## src/rtl/trr_map.svh

```systemverilog
`ifndef TRR_MAP_SVH
`define TRR_MAP_SVH

// ---------------------------------------------------------------
// Register bus word offsets
// ---------------------------------------------------------------
`define TRR_REG_STATUS 2'h0
`define TRR_REG_PARITY_LOG 2'h1
`define TRR_REG_FLAGS 2'h2

// ---------------------------------------------------------------
// Power-up training patterns, locations zero to three
// ---------------------------------------------------------------
`define TRR_PAT0 8'h55
`define TRR_PAT1 8'h33
`define TRR_PAT2 8'h0F
`define TRR_PAT3 8'h00

// ---------------------------------------------------------------
// Mode word indices and field positions
// ---------------------------------------------------------------
`define TRR_MW_BURST 3'h0
`define TRR_MW_DRIVE 3'h1
`define TRR_MW_WLAT 3'h2
`define TRR_MW_TRAIN 3'h3
`define TRR_MW_PREAMBLE 3'h4
`define TRR_MW_PDBI 3'h5
`define TRR_MW_REFT 3'h6
`define TRR_TC_EN 2
`define TRR_TC_TEMP 5
`define TRR_TC_PAGE_LSB 0
`define TRR_TC_FMT_LSB 11
`define TRR_PRE_READ_BIT 11
`define TRR_FMT_SERIAL 2'h0
`define TRR_FMT_PARALLEL 2'h1
`define TRR_FMT_STAGGER 2'h2
`define TRR_BURST_CHOP 2'h2

// ---------------------------------------------------------------
// Latency and timing
// ---------------------------------------------------------------
`define TRR_CAS_BASE 7'h09
`define TRR_PLAT_BASE 7'h03
`define TRR_PIPE_DEPTH 64
`define TRR_CLK_NS 4
`define TRR_TEMP_AGE_MS 32

`endif

```

## src/rtl/trr_pkg.sv

```systemverilog
package trr_pkg;
    `include "trr_map.svh"

    // Command kinds from the controller side
    typedef enum logic [1:0] {
        TRR_CMD_NONE = 2'h0,
        TRR_CMD_MODE_WR = 2'h1,
        TRR_CMD_READ = 2'h2,
        TRR_CMD_WRITE = 2'h3
    } trr_cmd_t;

    // Output sequencer, Gray along idle-pre-data-tri
    typedef enum logic [1:0] {
        TRR_IDLE = 2'b00,
        TRR_PRE = 2'b01,
        TRR_DATA = 2'b11,
        TRR_TRI = 2'b10
    } trr_burst_t;

    // Pending read in the latency line
    typedef struct packed {
        logic v;
        logic chop;
        logic hi;
        logic [1:0] loc;
    } trr_entry_t;

    typedef struct packed {
        logic [7:0][13:0] mw;
        logic [3:0][7:0] pg0;
        trr_entry_t [`TRR_PIPE_DEPTH-1:0] pipe;
        trr_burst_t bst;
        logic [1:0] cnt;
        logic hi;
        logic chop;
        logic [15:0][7:0] lanes;
        logic [15:0] dq_rise;
        logic [15:0] dq_fall;
        logic dq_oe_n;
        logic dqs_oe_n;
        logic dqs_run;
        logic [1:0] temp_s1;
        logic [1:0] temp_s2;
        logic [1:0] temp;
        logic [31:0] temp_cnt;
        logic [23:0] parity_log;
        logic parity_err;
        logic crc_err;
        logic soft_rep;
        logic hard_rep;
        logic [3:0] act_code;
        logic waitreq;
        logic [31:0] rdata;
    } trr_state_t;
endpackage : trr_pkg

```

## src/rtl/trr_training_readout.sv

```systemverilog
// What this block does
// - After reset, locations 0-3 of page zero hold 55, 33, 0F, 00.
// - Page zero keeps written values until reset; other pages never written.
// - Parity page location 3: latency bits 2:0, parity bit 6, CRC bit 7.
// - Temperature status refreshed while enabled, at most 32 ms old.
// - Temperature code: 00 below 1X, 01 1X, 10 2X, 11 reserved.
// - Page two reads back mode word fields and repair flags.
// - Page three reads zero except location 3 bits 3:0, activation code.
// - Reads use fixed eight-beat or fixed chopped-four; no on-the-fly.
// - Read data is never inverted while the mode is active.
// - Chopped reads start at beat 0 or 4; last four beats tri-stated.
// - Format 00 serial, 01 parallel, 10 staggered; page field selects page.
// - Bank bits select the location; other address bits ignored.
// - Data starts additive plus CAS plus parity latency after the read command.
// - Mode, temperature and parity pages are read in the selected format, like page zero.
// - Strobes driven with training data, honouring preamble setting.
// - Serial: all lanes carry the same byte, MSB first.
// - Parallel: byte bits spread over lanes, repeated every beat.
// - Staggered: lane n carries location (k+n) mod 4.
// - Page zero write takes address bits 7:0 into the selected location.
// - Upper nibble lanes repeat the lower nibble staggered pattern.
//
// Decided for this implementation: the address map and the Avalon-MM interface to the registers.
`timescale 1ns/1ns
`include "trr_map.svh"
module trr_training_readout
    import trr_pkg::*;
#(
    parameter int TEMP_CYC = `TRR_TEMP_AGE_MS * 1000000 / `TRR_CLK_NS
) (
    input wire logic clk,
    input wire logic rst,
    input wire logic cmd_valid,
    input wire logic [1:0] cmd_kind,
    input wire logic cmd_bg,
    input wire logic [1:0] cmd_ba,
    input wire logic [17:0] cmd_addr,
    input wire logic [1:0] temp_sense,
    output logic [15:0] dq_rise,
    output logic [15:0] dq_fall,
    output logic dq_oe_n,
    output logic dqs_run,
    output logic dqs_oe_n,
    input wire logic [1:0] avs_address,
    input wire logic avs_read,
    input wire logic avs_write,
    input wire logic [31:0] avs_writedata,
    output logic [31:0] avs_readdata,
    output logic avs_waitrequest
);

    // -----------------------------------------------------------
    // State and mode decode
    // -----------------------------------------------------------
    trr_state_t st;
    trr_state_t next_st;
    logic mode_on;
    logic [1:0] page;
    logic [1:0] fmt;
    logic chop_mode;
    logic [6:0] cas_lat;
    logic [6:0] add_lat;
    logic [6:0] par_lat;
    logic [6:0] read_lat;
    logic [5:0] slot;
    logic read_ok;
    logic write_ok;
    logic starting;
    logic pre_pend;
    logic [7:0] first_byte;
    logic [15:0][7:0] lane_byte;
    logic [31:0] rd_word;

    assign mode_on = st.mw[`TRR_MW_TRAIN][`TRR_TC_EN];
    assign page = st.mw[`TRR_MW_TRAIN][`TRR_TC_PAGE_LSB +: 2];
    assign fmt = st.mw[`TRR_MW_TRAIN][`TRR_TC_FMT_LSB +: 2];
    // Only the fixed chop code chops; on-the-fly runs full length
    assign chop_mode = st.mw[`TRR_MW_BURST][1:0] == `TRR_BURST_CHOP;

    // Latency from the stored mode words
    assign cas_lat = 7'({st.mw[`TRR_MW_BURST][6:4],
        st.mw[`TRR_MW_BURST][2]}) + `TRR_CAS_BASE;
    always_comb begin
        case (st.mw[`TRR_MW_DRIVE][4:3])
            2'h1: add_lat = cas_lat - 7'h01;
            2'h2: add_lat = cas_lat - 7'h02;
            default: add_lat = 7'h00;
        endcase
    end
    assign par_lat = (st.mw[`TRR_MW_PDBI][2:0] == 3'h0) ? 7'h00 :
        7'(st.mw[`TRR_MW_PDBI][2:0]) + `TRR_PLAT_BASE;
    assign read_lat = add_lat + cas_lat + par_lat;
    assign slot = 6'(read_lat - 7'h01);

    // Command qualification; bank group and high bits dropped
    assign read_ok = cmd_valid && cmd_kind == TRR_CMD_READ && mode_on;
    assign write_ok = cmd_valid && cmd_kind == TRR_CMD_WRITE &&
        mode_on && page == 2'h0;

    // Burst start when the sequencer can take a new burst
    assign starting = st.pipe[0].v && (st.bst == TRR_IDLE ||
        st.bst == TRR_PRE || st.cnt == 2'h3);
    // Preamble: one or two cycles ahead of the first data
    assign pre_pend = st.pipe[1].v ||
        (st.mw[`TRR_MW_PREAMBLE][`TRR_PRE_READ_BIT] && st.pipe[2].v);

    // -----------------------------------------------------------
    // Location contents per page
    // -----------------------------------------------------------
    function automatic logic [7:0] loc_byte(input logic [1:0] l);
        logic [13:0] w2;
        logic [7:0] b;
        w2 = st.mw[`TRR_MW_WLAT];
        b = 8'h00;
        case (page)
            2'h0: b = st.pg0[l];
            2'h1: begin
                case (l)
                    2'h0: b = st.parity_log[7:0];
                    2'h1: b = st.parity_log[15:8];
                    2'h2: b = st.parity_log[23:16];
                    default: b = {st.crc_err, st.parity_err, 3'h0,
                        st.mw[`TRR_MW_PDBI][2:0]};
                endcase
            end
            2'h2: begin
                case (l)
                    2'h0: b = {st.hard_rep, st.soft_rep, w2[11],
                        st.temp, w2[12], w2[10], w2[9]};
                    2'h1: b = {st.mw[`TRR_MW_REFT][6:0],
                        st.mw[`TRR_MW_TRAIN][3]};
                    2'h2: b = {st.mw[`TRR_MW_BURST][6:4],
                        st.mw[`TRR_MW_BURST][2], 1'b0, w2[5:3]};
                    default: b = {st.mw[`TRR_MW_DRIVE][10:9],
                        st.mw[`TRR_MW_DRIVE][6],
                        st.mw[`TRR_MW_PDBI][8:6],
                        st.mw[`TRR_MW_DRIVE][2:1]};
                endcase
            end
            default: begin
                // Restricted page reads zero but the code
                if (l == 2'h3) begin
                    b = {4'h0, st.act_code};
                end
            end
        endcase
        return b;
    endfunction : loc_byte

    // Lookup reads live state, so a process keeps it in step with it
    always_comb begin
        first_byte = loc_byte(st.pipe[0].loc);
    end

    // -----------------------------------------------------------
    // Lane shaping per read format
    // -----------------------------------------------------------
    for (genvar n = 0; n < 16; n++) begin : g_lane
        logic [1:0] sloc;
        logic [7:0] stag;
        // Staggered location wraps every nibble
        assign sloc = st.pipe[0].loc + 2'(n % 4);
        // Process, so page or pattern changes are seen at once
        always_comb begin
            stag = loc_byte(sloc);
        end
        assign lane_byte[n] = (fmt == `TRR_FMT_PARALLEL) ?
            {8{first_byte[7 - (n % 8)]}} :
            (fmt == `TRR_FMT_STAGGER) ? stag :
            first_byte;
    end

    // -----------------------------------------------------------
    // Register readback
    // -----------------------------------------------------------
    always_comb begin
        case (avs_address)
            `TRR_REG_STATUS: rd_word = {24'h0, st.temp,
                st.bst != TRR_IDLE, fmt, page, mode_on};
            `TRR_REG_PARITY_LOG: rd_word = {8'h0, st.parity_log};
            `TRR_REG_FLAGS: rd_word = {24'h0, st.act_code,
                st.hard_rep, st.soft_rep, st.crc_err, st.parity_err};
            default: rd_word = 32'h0000_0000;
        endcase
    end

    // -----------------------------------------------------------
    // Next state
    // -----------------------------------------------------------
    always_comb begin
        logic [2:0] b0;
        next_st = st;
        b0 = 3'h0;

        // Bus slave: one wait cycle, then a one-cycle answer
        next_st.waitreq = 1'b1;
        if ((avs_read || avs_write) && st.waitreq) begin
            next_st.waitreq = 1'b0;
            next_st.rdata = rd_word;
        end
        if (avs_write && !st.waitreq) begin
            case (avs_address)
                `TRR_REG_PARITY_LOG: begin
                    next_st.parity_log = avs_writedata[23:0];
                end
                `TRR_REG_FLAGS: begin
                    next_st.parity_err = avs_writedata[0];
                    next_st.crc_err = avs_writedata[1];
                    next_st.soft_rep = avs_writedata[2];
                    next_st.hard_rep = avs_writedata[3];
                    next_st.act_code = avs_writedata[7:4];
                end
                default: begin
                end
            endcase
        end

        // Temperature status, sampled through two flops
        next_st.temp_s1 = temp_sense;
        next_st.temp_s2 = st.temp_s1;
        if (st.mw[`TRR_MW_TRAIN][`TRR_TC_TEMP]) begin
            // Refresh at least every period; code kept as-is
            if (st.temp_cnt == 32'h0) begin
                next_st.temp = st.temp_s2;
                next_st.temp_cnt = 32'(TEMP_CYC - 1);
            end else begin
                next_st.temp_cnt = st.temp_cnt - 32'h1;
            end
        end

        // Latency line advances one slot per clock
        next_st.pipe = {5'h00, st.pipe[`TRR_PIPE_DEPTH-1:1]};

        // Commands
        if (cmd_valid && cmd_kind == TRR_CMD_MODE_WR) begin
            next_st.mw[{cmd_bg, cmd_ba}] = cmd_addr[13:0];
        end
        if (read_ok) begin
            // Only bank bits, chop code and column bit 2 matter
            next_st.pipe[slot] = {1'b1, chop_mode,
                chop_mode && cmd_addr[2], cmd_ba};
        end
        if (write_ok) begin
            next_st.pg0[cmd_ba] = cmd_addr[7:0];
        end

        // Output sequencer
        if (starting) begin
            next_st.bst = TRR_DATA;
            next_st.cnt = 2'h0;
            next_st.chop = st.pipe[0].chop;
            next_st.hi = st.pipe[0].hi;
            next_st.lanes = lane_byte;
        end else begin
            case (st.bst)
                TRR_IDLE, TRR_PRE: begin
                    next_st.bst = pre_pend ? TRR_PRE : TRR_IDLE;
                end
                TRR_DATA, TRR_TRI: begin
                    if (st.cnt == 2'h3) begin
                        next_st.bst = pre_pend ? TRR_PRE : TRR_IDLE;
                    end else begin
                        next_st.cnt = st.cnt + 2'h1;
                        // Chopped burst floats its second half
                        if (st.chop && st.cnt == 2'h1) begin
                            next_st.bst = TRR_TRI;
                        end
                    end
                end
                default: begin
                    next_st.bst = TRR_IDLE;
                end
            endcase
        end

        // Pins: two beats per clock, MSB of the byte first
        b0 = {next_st.cnt[1] | next_st.hi, next_st.cnt[0], 1'b0};
        for (int n = 0; n < 16; n++) begin
            // Plain data, never inverted in this mode
            next_st.dq_rise[n] = next_st.lanes[n][~b0];
            next_st.dq_fall[n] = next_st.lanes[n][~(b0 | 3'h1)];
        end
        next_st.dq_oe_n = next_st.bst != TRR_DATA;
        next_st.dqs_run = next_st.bst == TRR_DATA;
        next_st.dqs_oe_n = !(next_st.bst == TRR_DATA ||
            next_st.bst == TRR_PRE);
    end

    // -----------------------------------------------------------
    // State register
    // -----------------------------------------------------------
    always_ff @(posedge clk) begin
        if (rst) begin
            st <= '0;
            st.pg0 <= {`TRR_PAT3, `TRR_PAT2, `TRR_PAT1, `TRR_PAT0};
            st.waitreq <= 1'b1;
            st.dq_oe_n <= 1'b1;
            st.dqs_oe_n <= 1'b1;
        end else begin
            st <= next_st;
        end
    end

    assign dq_rise = st.dq_rise;
    assign dq_fall = st.dq_fall;
    assign dq_oe_n = st.dq_oe_n;
    assign dqs_run = st.dqs_run;
    assign dqs_oe_n = st.dqs_oe_n;
    assign avs_readdata = st.rdata;
    assign avs_waitrequest = st.waitreq;
endmodule : trr_training_readout

```

## config.mk

```make
export PLATFORM = sky130hd
export DESIGN_NAME = trr_training_readout
export DESIGN_NICKNAME = d
export VERILOG_FILES = /design/src/rtl/trr_pkg.sv /design/src/rtl/trr_training_readout.sv
export VERILOG_INCLUDE_DIRS = /design/src /design/src/rtl
export SDC_FILE = /design/constraint.sdc
export NUM_CORES = 1
export LEC_CHECK = 0
export BUFFER_PORTS_ARGS = -buffer_cell sky130_fd_sc_hd__buf_2
export CAP_MARGIN = 20
export CORE_ASPECT_RATIO = 0.75
export CORE_MARGIN = 1.5
export CORE_UTILIZATION = 40
export CTS_BUF_LIST = sky130_fd_sc_hd__clkbuf_8
export DETAILED_ROUTE_END_ITERATION = 10
export PLACE_DENSITY_LB_ADDON = 0.12
export REMOVE_ABC_BUFFERS = 1
export SLEW_MARGIN = 30
export SYNTH_ARGS = -nofsm -noshare
export SYNTH_HDL_FRONTEND = slang
export SYNTH_SLANG_ARGS = --single-unit
```

## constraint.sdc

```tcl
create_clock -name clk -period 4.55 [get_ports clk]
set_input_delay 0.2275 -clock clk [delete_from_list [all_inputs] [get_ports clk]]
set_output_delay 0.2275 -clock clk [all_outputs]
set_load 0.02 [all_outputs]
```

==> impl_metrics.ini <==
[run_status]
outcome = complete, no violations

[synth]
async_reset_ff_share_pct = 0
synth_top_area_cell = dfxtp_1
yosysMostFrequentCell = dfxtp_1
yosysWarnings = 0
postSynthAreaPerCell_sq_um = 9.03
synth_common_cells = 657 x dfxtp_1, 454 x nand2_1, 342 x mux2i_1
synth-seq-cells = 657
synth_edf_count = 0
ys_types = 84
synthesis.area_sq_mm = 0.0286
synthCells = 3172
ys.flop_type = dfxtp_1
synthTopCellsByArea = dfxtp_1 46%, mux2i_1 12%, nand2_1 6.0%
synth_top_area_share_pct = 45.9
ys_seq_area_share_pct = 45.9

[final_layout]
diodes = 0
fin_util_pct = 46.5
area_delta_synth_final_pct = 14.4
stdcell_count = 4262
finalNetCount = 3337
drive_gt1_share_pct = 14.0

[sta]
worst_slew_pin_slew_ns = 1.01
timing.final.crit_share_pct = 94.5
max_freq_mhz = 233
finalSetupViolations = 0
max-slew-margin-rel_pct = 32.0
slew_violations = 0
rsz0062_at_grt = false
min_period_ns = 4.30
hold_viol = 0
setup_ws_ns = 0.251
fin_skew_ns = 0.0413

[floorplanning]
io_pins = 132
die_w_um = 312
die_h_um = 235
initial_utilization_pct = 40.7
core_area_sq_mm = 0.0704
die_area_sq_mm = 0.0732
rows = 84

[power]
ir_drop_mv = 0.210
cellLeakagePower_nw = 13.6
p_per_area_mw_per_mm2 = 348

[cts]
cts_root_buffer = clkbuf_8
cts_max_path_buffers = 3
cts.reportedPaths.clkPinSlew_ns = 0.07
cts_tree = built
insertion_delay_ns = 0.75
cts_buffers = 103
clkSinkCount = 657
cts-htree-levels = 3

[placement]
place_congestion = 0.890
pre_cts_slack_ns = 0.0527
io_buffers = 110
dp_cells = 4026
dp_hpwl_mm = 57.1

[route]
drt-initial-drc-count = 2493
firstDrtPassIters = 9
routedWlPerCell_um = 20.2
postRouteAntennaNets = 0
vias = 23500
wirelength_mm = 86.2
route.detailed.drc = 0
viasPerCell = 5.52

[critical_path]
crit_path_max_fanout = 16
critPathLaunchType = flip-flop
cp_data_required_time_ns = 5.12
worstPathArrival_ns = 4.87
crit_type = flip-flop to flip-flop
cp-end-kind = flip-flop

[global_route]
gr-total-overflow = 0
grt_max_degree = 127
grt_pass1_vias = 22200
antenna_found_initial = 0
track_usage_pct = 22.8
grt_pass1_wl_mm = 133

[job]
cap_violations = 0

[hold_path]
hold_class = input port to flip-flop
layer usage:
metal / GRT usage, % / up-vias / share of wire [%]
met4: 5.13 / 0 / 1.6
met3: 4.87 / 112 / 7.2
li1: - / 11200 / -
met1: 35.6 / 11400 / 51
met2: 31.6 / 777 / 40
met5: 0 / - / 0
final cells by class:
cell class	instances	area (sq um)
Clock buffer	134	1840
Clock inverter	45	300
Fill cell	6815	37700
Inverter	105	402
Multi-Input combinational cell	2114	13900
Sequential cell	657	13200
Tap cell	946	1180
Timing Repair Buffer	261	1930
cell families (layout without fill, tap and decap cells):
group	Yosys count	in the layout	share of synthesized area, %
compound gates	643	643	14.8
xor+xnor	40	40	1.22
fa+ha+maj	31	31	1.46
buf+inv	408	545	6.36
flops	657	657	45.9
mux	378	378	14.5
other cells	1	8	0.0131
simple gates	1014	1014	15.7
where the power goes:
part,switching [mW],internal [mW]
Sequential,0.0220,5.77
Combinational,0.293,0.123
Clock,2.42,2.76
Total,2.73,8.66
cells in the final DEF (no fill, tap or decap), types with 8 or more instances in the layout:
master	netlist	routed
clkbuf_8	0	134
nor4_1	13	13
o21a_1	26	26
dlygate4sd3_1	0	53
nand3b_1	13	13
ha_1	27	27
and2_1	15	15
xor2_1	14	13
a21oi_1	247	246
nor2b_1	32	32
o21ai_0	79	78
buf_2	25	109
nand3_2	0	33
o211ai_1	17	17
dfxtp_1	657	656
nor3_1	61	60
and3_1	12	12
o31ai_1	17	16
nor2_1	258	256
a22o_1	20	20
nand2b_1	18	18
xnor2_1	26	24
nand2_1	454	450
nand3_1	90	57
a211oi_1	44	44
buf_4	67	87
mux4_2	29	29
a221oi_1	24	24
conb_1	1	8
a22oi_1	30	30
a31oi_1	20	20
a222oi_1	38	38
inv_1	102	130
or3_1	8	8
mux2i_1	342	342
registers in the layout (all words and copies together), names as in the netlist:
signal and cells:
avs_waitrequest 1, mode_on 1, dqs_run 1, dq_rise 16, page 2, dqs_oe_n 1
next_st 2, fmt 2, dq_oe_n 1, dq_fall 16, st 590, avs_readdata 24
worst max-delay path, cell delays in order, from the launching register on:
cell and delay [ns]:
dfxtp_1 0.35, ha_1 0.23, xnor2_1 0.26, ha_1 0.28, o22ai_1 0.16, nand2b_1 0.07, ha_1 0.30, fa_1 0.49
inv_1 0.06, fa_1 0.44, a21o_1 0.20, a21oi_2 0.18, xnor2_2 0.18, xor2_2 0.21, buf_12 0.15, buf_12 0.18
nand3_2 0.19, mux2i_1 0.18
stage by stage:
step	cell area (sq um)	power, mW	hold slack, ns	TNS, ns
4_1_cts	32500	11.5	0.118	0
2_1_floorplan	27200	6.08	0.297	-269.72
5_1_grt	32800	11.8	0.114	0
3_3_place_gp	29800	6.28	0.423	0
3_5_place_dp	29800	6.29	0.417	0
6_report	32800	11.4	0.132	0
final timing paths:
path / startpoint / cells past startpoint / slack (ns) / end
worst min register to register: st[316]$_SDFF_PP0_ / 2 / 0.41 / st[311]$_SDFF_PP0_
worst max register to register: st[626]$_SDFFE_PP0P_ / 17 / 0.25 / st[274]$_SDFF_PP0_
worst max-delay path: st[626]$_SDFFE_PP0P_ / 17 / 0.25 / st[274]$_SDFF_PP0_
worst min-delay path: avs_write / 4 / 0.13 / st[57]$_SDFFE_PP0P_
timing repair:
item                                   in CTS  in global routing
pin swaps                                   0                  1
endpoints found under the hold margin     179                  0
setup buffers                               0                  1
hold buffers                               53                  0
setup endpoints to repair                   1                193
cloned                                      0                  1
resized for setup                           1                 34
No activity file was read; power rests on OpenSTA's default activity.
